### src/scd_pkg.sv
// package for the sdram command and clock-enable decoder
package scd_pkg;
  localparam int BANK_W = 3;
  localparam int NUM_BANKS = 8;
  localparam int ADDR_W = 16;
  localparam int AP_BIT = 10;          // all-bank / long-zq select
  localparam int OTF_BIT = 12;         // chop select on the fly
  localparam int NUM_MR = 4;
  localparam int MR_W = 2;
  localparam int MR0_BL_LSB = 0;       // burst length field in mode register 0
  localparam logic [1:0] MR0_BL_FIXED8 = 2'h0;
  localparam logic [1:0] MR0_BL_OTF = 2'h1;
  localparam logic [1:0] MR0_BL_FIXED4 = 2'h2;
  localparam logic [ADDR_W-1:0] MR_RESET = 16'h0000;
  localparam int BURST_CYC8 = 4;       // clock cycles of an eight-beat burst
  localparam int BURST_CYC4 = 2;       // clock cycles of a chopped burst
  localparam logic [3:0] CKE_MIN_CYC = 4'h3;  // idle only after exit settle

  // row, column, write strobe encodings (active low levels)
  localparam logic [2:0] ENC_MRS = 3'h0;
  localparam logic [2:0] ENC_REF = 3'h1;
  localparam logic [2:0] ENC_PRE = 3'h2;
  localparam logic [2:0] ENC_ACT = 3'h3;
  localparam logic [2:0] ENC_WR = 3'h4;
  localparam logic [2:0] ENC_RD = 3'h5;
  localparam logic [2:0] ENC_ZQ = 3'h6;
  localparam logic [2:0] ENC_NOP = 3'h7;

  typedef enum logic [10:0] {
    CMD_NONE = 11'h001, CMD_MRS = 11'h002, CMD_REF = 11'h004, CMD_PRE = 11'h008,
    CMD_ACT = 11'h010, CMD_WR = 11'h020, CMD_RD = 11'h040, CMD_ZQCL = 11'h080,
    CMD_ZQCS = 11'h100, CMD_SRE = 11'h200, CMD_PDE = 11'h400
  } scd_cmd_t;

  typedef enum logic [4:0] {
    ST_IDLE = 5'h01, ST_ACTIVE = 5'h02, ST_APD = 5'h04, ST_PPD = 5'h08, ST_SREF = 5'h10
  } scd_state_t;

  // command pins as sampled at one edge
  typedef struct packed {
    logic cs_n;
    logic ras_n;
    logic cas_n;
    logic we_n;
    logic [BANK_W-1:0] ba;
    logic [ADDR_W-1:0] addr;
  } scd_bus_t;

  // decoded command handed to the core
  typedef struct packed {
    scd_cmd_t cmd;
    logic [BANK_W-1:0] bank;
    logic all_banks;
    logic chop4;
    logic zq_init;
    logic [ADDR_W-1:0] addr;
  } scd_dec_t;
endpackage : scd_pkg

### src/scd_decoder.sv
// command and clock-enable decoder of a ddr3-class sdram
`timescale 1ns/1ps
// Operation
// - sample strobes and cke every rising edge
// - termination input ignored by decoding
// - bank address picks bank or mode register
// - self refresh exit recognised asynchronously
// - started bursts always run to completion
// - mode register 0 picks fixed or otf
// - no-operation registers nothing, keeps operations
// - deselect behaves exactly like no-operation
// - no internal refresh during power-down
// - first long zq is initial calibration
// - transition uses prior state and both cke
// - idle needs banks closed, no burst, settled
// - action follows the registered legal command
// - otf chop four when a12 low
module scd_decoder #(
  parameter int BURST8 = scd_pkg::BURST_CYC8,
  parameter int BURST4 = scd_pkg::BURST_CYC4
) (
  input wire logic ref_clk,
  input wire logic nrst,
  input wire scd_pkg::scd_bus_t cmd_bus,
  input wire logic cke,
  input wire logic odt,
  output scd_pkg::scd_dec_t dec,
  output logic dec_valid,
  output scd_pkg::scd_state_t state,
  output logic [scd_pkg::NUM_BANKS-1:0] bank_open,
  output logic burst_busy,
  output logic refresh_allowed,
  output logic is_idle,
  output logic sref_exit
);
  import scd_pkg::*;

  // odt deliberately has no path into decoding or cke state
  logic odt_unused;
  assign odt_unused = odt;

  // decode the strobe pattern into a command kind
  function automatic scd_cmd_t enc_cmd(input logic [2:0] enc, input logic a10);
    unique case (enc)
      ENC_MRS: enc_cmd = CMD_MRS;
      ENC_REF: enc_cmd = CMD_REF;
      ENC_PRE: enc_cmd = CMD_PRE;
      ENC_ACT: enc_cmd = CMD_ACT;
      ENC_WR: enc_cmd = CMD_WR;
      ENC_RD: enc_cmd = CMD_RD;
      ENC_ZQ: enc_cmd = a10 ? CMD_ZQCL : CMD_ZQCS;
      ENC_NOP: enc_cmd = CMD_NONE;
    endcase
  endfunction : enc_cmd

  // banks still open after an exit or command decide active or idle
  function automatic scd_state_t run_state(input logic [NUM_BANKS-1:0] open);
    run_state = (open != '0) ? ST_ACTIVE : ST_IDLE;
  endfunction : run_state

  // registered state
  logic cke_prev;                            // cke at edge n-1
  logic [ADDR_W-1:0] mr [NUM_MR];            // four mode registers
  logic [3:0] burst_cnt;                     // remaining burst cycles
  logic [3:0] settle_cnt;                    // cycles since cke came high
  logic zq_done;                             // initial calibration seen
  // next values, one per registered piece
  logic next_cke_prev;
  logic [ADDR_W-1:0] next_mr [NUM_MR];
  logic [3:0] next_burst_cnt;
  logic [3:0] next_settle_cnt;
  logic next_zq_done;
  scd_state_t next_state;
  logic [NUM_BANKS-1:0] next_bank_open;
  scd_dec_t next_dec;
  logic next_dec_valid;

  // combinational decode of the sampled pins
  logic [2:0] enc;
  scd_cmd_t raw;
  logic [1:0] bl_mode;
  assign enc = {cmd_bus.ras_n, cmd_bus.cas_n, cmd_bus.we_n};
  // deselect and no-operation both fold to none
  assign raw = cmd_bus.cs_n ? CMD_NONE : enc_cmd(enc, cmd_bus.addr[AP_BIT]);
  assign bl_mode = mr[0][MR0_BL_LSB +: 2];

  // self refresh exit seen as soon as cke rises, not on an edge
  assign sref_exit = (state == ST_SREF) && cke;
  assign burst_busy = (burst_cnt != 4'h0);
  // idle: banks closed, no burst, cke high and exit timing met
  // the settle count stands in for exit timing that the pins cannot show
  assign is_idle = (state == ST_IDLE) && (bank_open == '0) && !burst_busy && cke
                   && (settle_cnt >= CKE_MIN_CYC);
  // internal refresh only in self refresh, never in power-down
  assign refresh_allowed = (state == ST_SREF);

  // all banks idle and no burst at the entering edge
  function automatic logic is_idle_pre();
    is_idle_pre = (bank_open == '0) && !burst_busy;
  endfunction : is_idle_pre

  // next-state logic for every tracked piece
  always_comb begin
    next_cke_prev = cke;
    next_mr = mr;
    next_burst_cnt = burst_busy ? burst_cnt - 4'h1 : 4'h0;  // burst cannot be cut
    // settle count saturates so a long high level never wraps
    next_settle_cnt = (!cke) ? 4'h0 : ((settle_cnt == 4'hf) ? settle_cnt : settle_cnt + 4'h1);
    next_zq_done = zq_done;
    next_state = state;
    next_bank_open = bank_open;
    next_dec = dec;
    next_dec_valid = 1'b0;
    // transition from prior state with cke at n-1 and n
    unique case (state)
      ST_APD, ST_PPD, ST_SREF: begin
        // cke low-low maintains; a rise with nop or deselect exits
        // commands seen here are dropped, the controller owns their timing
        if (!cke_prev && cke && raw == CMD_NONE) begin
          next_state = run_state(bank_open);  // back to active or idle
        end
      end
      ST_IDLE, ST_ACTIVE: begin
        // cke falling: only nop, deselect or refresh are legal here
        if (cke_prev && !cke) begin
          if (raw == CMD_REF && is_idle_pre()) begin
            // refresh with nothing open or running: self refresh
            next_state = ST_SREF;
            next_dec.cmd = CMD_SRE;
            next_dec_valid = 1'b1;
          end else if (raw == CMD_NONE) begin
            // nop or deselect: power-down kind follows the open banks
            next_state = (bank_open != '0) ? ST_APD : ST_PPD;
            next_dec.cmd = CMD_PDE;
            next_dec_valid = 1'b1;
          end
        end else if (cke_prev && cke && raw != CMD_NONE) begin
          // a registered legal command drives the action
          next_dec.cmd = raw;
          next_dec.bank = cmd_bus.ba;
          next_dec.addr = cmd_bus.addr;
          next_dec.all_banks = cmd_bus.addr[AP_BIT];
          next_dec.chop4 = 1'b0;
          next_dec.zq_init = 1'b0;
          next_dec_valid = 1'b1;
          // mode register writes and bank flags land at this edge
          unique case (raw)
            CMD_MRS: next_mr[cmd_bus.ba[MR_W-1:0]] = cmd_bus.addr;
            // activate keeps the row open until a precharge
            CMD_ACT: next_bank_open[cmd_bus.ba] = 1'b1;
            CMD_PRE: begin
              if (cmd_bus.addr[AP_BIT]) begin
                next_bank_open = '0;
              end else begin
                next_bank_open[cmd_bus.ba] = 1'b0;
              end
            end
            CMD_RD, CMD_WR: begin
              // fixed from mode register, else a12 per command
              next_dec.chop4 = (bl_mode == MR0_BL_OTF) ? !cmd_bus.addr[OTF_BIT]
                               : (bl_mode == MR0_BL_FIXED4);
              // a new burst waits behind, never truncates the old one
              // limitation: the waiting burst is not counted on its own
              if (!burst_busy) begin
                next_burst_cnt = next_dec.chop4 ? 4'(BURST4) : 4'(BURST8);
              end
              // auto precharge closes the addressed bank
              if (cmd_bus.addr[AP_BIT]) begin
                next_bank_open[cmd_bus.ba] = 1'b0;
              end
            end
            CMD_ZQCL: begin
              // only the first long calibration after reset is initial
              next_dec.zq_init = !zq_done;
              next_zq_done = 1'b1;
            end
            default: begin
            end
          endcase
          // state follows the banks left open by this command
          next_state = run_state(next_bank_open);
        end
      end
      default: begin
        // an illegal one-hot code recovers to idle
        next_state = ST_IDLE;
      end
    endcase
  end

  // register stage; reset pin is the only reset path
  // synchronous reset keeps every flop on one clean path
  always_ff @(posedge ref_clk) begin
    if (!nrst) begin
      cke_prev <= 1'b0;
      for (int i = 0; i < NUM_MR; i++) begin
        mr[i] <= MR_RESET;
      end
      burst_cnt <= 4'h0;
      settle_cnt <= 4'h0;
      zq_done <= 1'b0;
      state <= ST_IDLE;
      bank_open <= '0;
      dec <= '{cmd: CMD_NONE, bank: '0, all_banks: 1'b0, chop4: 1'b0, zq_init: 1'b0, addr: '0};
      dec_valid <= 1'b0;
    end else begin
      // every piece takes its next value on every edge
      cke_prev <= next_cke_prev;
      mr <= next_mr;
      burst_cnt <= next_burst_cnt;
      settle_cnt <= next_settle_cnt;
      zq_done <= next_zq_done;
      state <= next_state;
      bank_open <= next_bank_open;
      dec <= next_dec;
      dec_valid <= next_dec_valid;
    end
  end
endmodule : scd_decoder

### config.mk
export PLATFORM = sky130hd
export DESIGN_NAME = scd_decoder
export DESIGN_NICKNAME = d
export VERILOG_FILES = /design/src/scd_pkg.sv /design/src/scd_decoder.sv
export SDC_FILE = /design/constraint.sdc
export NUM_CORES = 1
export LEC_CHECK = 0
export ABC_CLOCK_PERIOD_IN_PS = 4800
export BUFFER_PORTS_ARGS = -buffer_cell sky130_fd_sc_hd__clkbuf_2
export CORE_ASPECT_RATIO = 0.5
export CORE_MARGIN = 5
export CORE_UTILIZATION = 25
export CTS_BUF_LIST = sky130_fd_sc_hd__clkbuf_2
export CTS_CLUSTER_DIAMETER = 100
export DETAILED_ROUTE_END_ITERATION = 6
export GPL_ROUTABILITY_DRIVEN = 0
export PLACE_DENSITY = 0.44
export SETUP_SLACK_MARGIN = 0.4
export SLEW_MARGIN = 10
export SYNTH_ARGS = -nofsm -noshare
export SYNTH_HDL_FRONTEND = slang
export SYNTH_SLANG_ARGS = --single-unit
### constraint.sdc
create_clock -name ref_clk -period 4.8 [get_ports ref_clk]
set_input_delay 0 -clock ref_clk [delete_from_list [all_inputs] [get_ports ref_clk]]
set_output_delay 0 -clock ref_clk [all_outputs]
set_load 0.03 [all_outputs]
==> implementation parameters <==
Parameter                              Value

Routing
  Number of DRC markers after the initial detailed-route iteration    179
  Final antenna-violating net count    0
  First-pass DRT Iterations    5
  Detailed-route wire length per cell    around 15 um
  # DRC    0
  Via density    about 4.7
  Total detailed-routing wirelength    roughly 8.6 mm
  Total number of vias    between 2000 and 3000

CTS
  Gates resized, CTS repair    0
  Number of sinks on the clock net    58
  Total of hold buffers inserted after clock tree synthesis    25
  Buffers from clock root to sink, at most    2
  Clock buffers created by TritonCTS    9
  Buffer cell driving the clock tree root    clkbuf_2
  Post-CTS setup buffers    0
  Clock-pin slew on the worst setup and hold paths    170 ps
  Number of H-tree levels    3
  CTS tree    done
  Clock Latency Late Sink    510 ps

Cells and area
  Final design instance area without fill    3590 um2
  Post-layout net count    roughly 470
  Area delta synth->final    31.1%
  Total inserted antenna cells    0
  Fraction of final layout cells sized beyond drive strength 1    between 20% and 30%
  Final std cells w/o fill    590

Floorplanning
  Initial cell density of the core    25.2%
  Height of the die    around 84 um
  Total Die Area    13300 um2
  Area of the core    10800 um2
  Row Count    27
  Die X-Extent    158 um
  Number of placed I/O pins    78

Logic synthesis
  Number of instances in the synthesized netlist    350
  Async set-reset flop share out of synthesis    0%
  Syn avg cell area    7.82 um2
  Sequential share of the synthesized area    42.4%
  Number of synthesized flops with an enable pin    0
  #FFs+latches synth    58
  Cell area after synthesis    2740 um2
  Primary flip-flop cell chosen by synthesis mapping    dfxtp_1
  Distinct cell type count of the synthesized netlist    52
  Yosys Warn Count    0
  Post-synthesis net count    approximately 380

Timing
  Setup repair after global routing missed its margin    no
  Clock tree skew after final layout    32.7 ps
  Upper clock frequency limit    0.335 GHz
  Max-Slew Margin vs Limit    37.0%
  Aggregate negative setup slack    0 ps
  Transition at the pin with the smallest max-transition slack    944 ps
  Final worst path period share    62.3%
  # setup viols final    0
  Final Critical Period    2990 ps
  Hold Violations, Final    0
  Setup slack of the critical path after layout    roughly 1800 ps
  Slew Viols, Final    0

Worst setup path
  Category of the critical setup timing path    reg2reg
  Critical path's largest stage delay    570 ps
  Critical Path Sink Type    flip-flop
  Worst path arrival time    3370 ps
  Worst Path Required    5180 ps
  Cell at the slowest stage of the critical path    nand4_1
  Ordered list of cells on the worst path    or2_1 > nor3_1 > inv_2 > nor4_2 > or3_1 > nand4_1 > a32oi_1 > nor2_1
  Startpoint class of the critical path    flip-flop
  Top fanout value on the critical path    12

Global route
  M3 GR Usage    roughly 3.8%
  Pin count of the biggest net entering global routing    approximately 50
  Overflow left after global routing    0
  First-pass GRT wire length    13.9 mm
  Number of global-route vias before repair    2620
  Total routing resource utilization after global routing    13.2%
  Initial antenna violation count    0
  Met1 GRT Util    18.2%
  Layer with the highest usage after global routing    met2
  Met2 global-route usage    19.8%

Power and ir drop
  Relative contribution of sequential cells to total power    around half
  Peak supply drop    0.0000871 V
  Part of the total power dissipated in combinational logic    11.9%
  Final Total Pwr    between 900 and 1000 uW
  Part of the total power dissipated in the clock network    37.5%
  Switching power as a share of total power    27.0%
  Leakage power figure    around 0.0015 uW
  Pwr Density    272 nW/um2
  Switching Power    264 uW
  Internal power    712 uW

Placed design
  Worst slack, placed    1770 ps
  Port Buffer Count    76
  Sum of net half-perimeters after detailed placement    5.73 mm
  Cell count after placement    approximately 550
  Standard cell area after detailed placement    3210 um2

Run status
  Status    complete, no violations

Flow run
  Max_cap viols    0

Hold path
  Min-Delay Path Class    in2reg
[layout by cell type, fill, tap and decap left out, types with 2 or more instances in the layout]
master         netlist  final
a21oi_1             44     44
nand3_1              3      3
nor4_2               1      2
mux2i_1              9      9
buf_4                1      2
a211oi_1             7      7
or3_1                4      4
nor2b_1              2      2
nand4_1              3      3
nand2b_1             4      4
or4b_1               4      4
inv_2                2      2
a22oi_1              2      2
nor4_1               5      4
nor2_1              36     36
nor4bb_1             2      2
nor3b_1              4      4
a32oi_1              3      3
and2_1               2      2
dfxtp_1             58     58
nand2_1             75     75
a2bb2oi_1            2      2
bufinv_16            0      2
xnor2_1              2      2
clkbuf_2             0     89
nor3_1              11     11
or2_1                3      3
dlygate4sd3_1        0     25
a31oi_1              5      5
o21ai_0              9      9
or4_1                4      4
[final cells by class]
type | count | area (um2)
Clock buffer | 13 | 65.1
Fill cell | 1170 | 7260
Sequential cell | 58 | 1160
Timing Repair Buffer | 103 | 646
Inverter | 3 | 11.3
Clock inverter | 3 | 63.8
Tap cell | 145 | 181
Multi-Input combinational cell | 265 | 1460
[through the flow]
step	util (%)	hold slack (ps)
2_1_floorplan	-	61.9
5_1_grt	33.1	73.6
3_3_place_gp	29.6	227
4_1_cts	33.1	32.9
3_5_place_dp	29.6	235
6_report	33.1	71.5
[sequential cells by signal, summed over array words and instances, names as in the netlist]
signal,flops
cke_prev,1
settle_cnt,4
state,5
zq_done,1
dec_valid,1
bank_open,8
burst_cnt,4
bl_mode,2
dec,32
[cell usage after synthesis (2+ instances only)]
| library cell | n | share of area [%] |
|---|---|---|
| or3_1 | 4 | 0.91 |
| nand4_1 | 3 | 0.69 |
| nor3_1 | 11 | 2.0 |
| nand2b_1 | 4 | 0.91 |
| nor2b_1 | 2 | 0.46 |
| a22oi_1 | 2 | 0.55 |
| or4b_1 | 4 | 1.5 |
| xnor2_1 | 2 | 0.64 |
| or2_1 | 3 | 0.69 |
| inv_2 | 2 | 0.27 |
| o21ai_0 | 9 | 1.6 |
| nor2_1 | 36 | 4.9 |
| nand3_1 | 3 | 0.55 |
| nor4_1 | 5 | 1.1 |
| a31oi_1 | 5 | 1.1 |
| a2bb2oi_1 | 2 | 0.64 |
| buf_2 | 2 | 0.37 |
| nand2_1 | 75 | 10 |
| a21oi_1 | 44 | 8.0 |
| dfxtp_1 | 58 | 42 |
| buf_6 | 2 | 0.82 |
| or4_1 | 4 | 1.1 |
| a211oi_1 | 7 | 1.9 |
| and2_1 | 2 | 0.46 |
| a32oi_1 | 3 | 0.96 |
| clkbuf_1 | 18 | 2.5 |
| nor3b_1 | 4 | 1.1 |
| nor4bb_1 | 2 | 0.73 |
| mux2i_1 | 9 | 3.3 |
[final timing paths]
check | from | endpoint | slack [ps] | cells past startpoint
setup / recovery | burst_cnt[0] | dec[28] | 1810 | 8
hold / removal | cmd_bus[20] | bank_open[0] | 70 | 4
setup reg to reg | burst_cnt[0] | dec[28] | 1810 | 8
hold reg to reg | dec[0] | dec[0] | 460 | 2
[kinds of logic (layout without fill, tap and decap cells)]
group | Yosys count | count (layout) | share of synthesized area (%)
AOI/OAI and AO/OA | 81 | 81 | 17.7
xor gates and xnor gates | 3 | 3 | 0.960
adders and majority gates | 1 | 1 | 0.457
buffers and inverters | 27 | 122 | 4.48
DFF | 58 | 58 | 42.4
muxes | 9 | 9 | 3.29
and+or+nand+nor | 171 | 171 | 30.7
[power groups by stage]
| stage | logic [uW] | clock network (uW) | registers (uW) |
|---|---|---|---|
| 5_1_grt | 129 | 400 | 496 |
| 3_5_place_dp | 101 | 0 | 504 |
| 2_1_floorplan | 56.2 | 0 | 514 |
| 4_1_cts | 117 | 383 | 494 |
| 3_3_place_gp | 101 | 0 | 504 |
| 6_report | 116 | 366 | 494 |
[metal layers]
| metal | vias up | part of all wire, % |
|---|---|---|
| li1 | 1418 | - |
| met1 | 1306 | 49 |
| met2 | 66 | 44 |
| met3 | 12 | 5.1 |
| met4 | 0 | 1.5 |
| met5 | - | 0 |
[critical path: cells and delay by family, from the launching register on]
kind	cells	cell delay [ps]
buf+inv	1	100
flops	1	370
compound gates	1	400
simple gates	6	2000
Power figures use the tool's default switching activity.
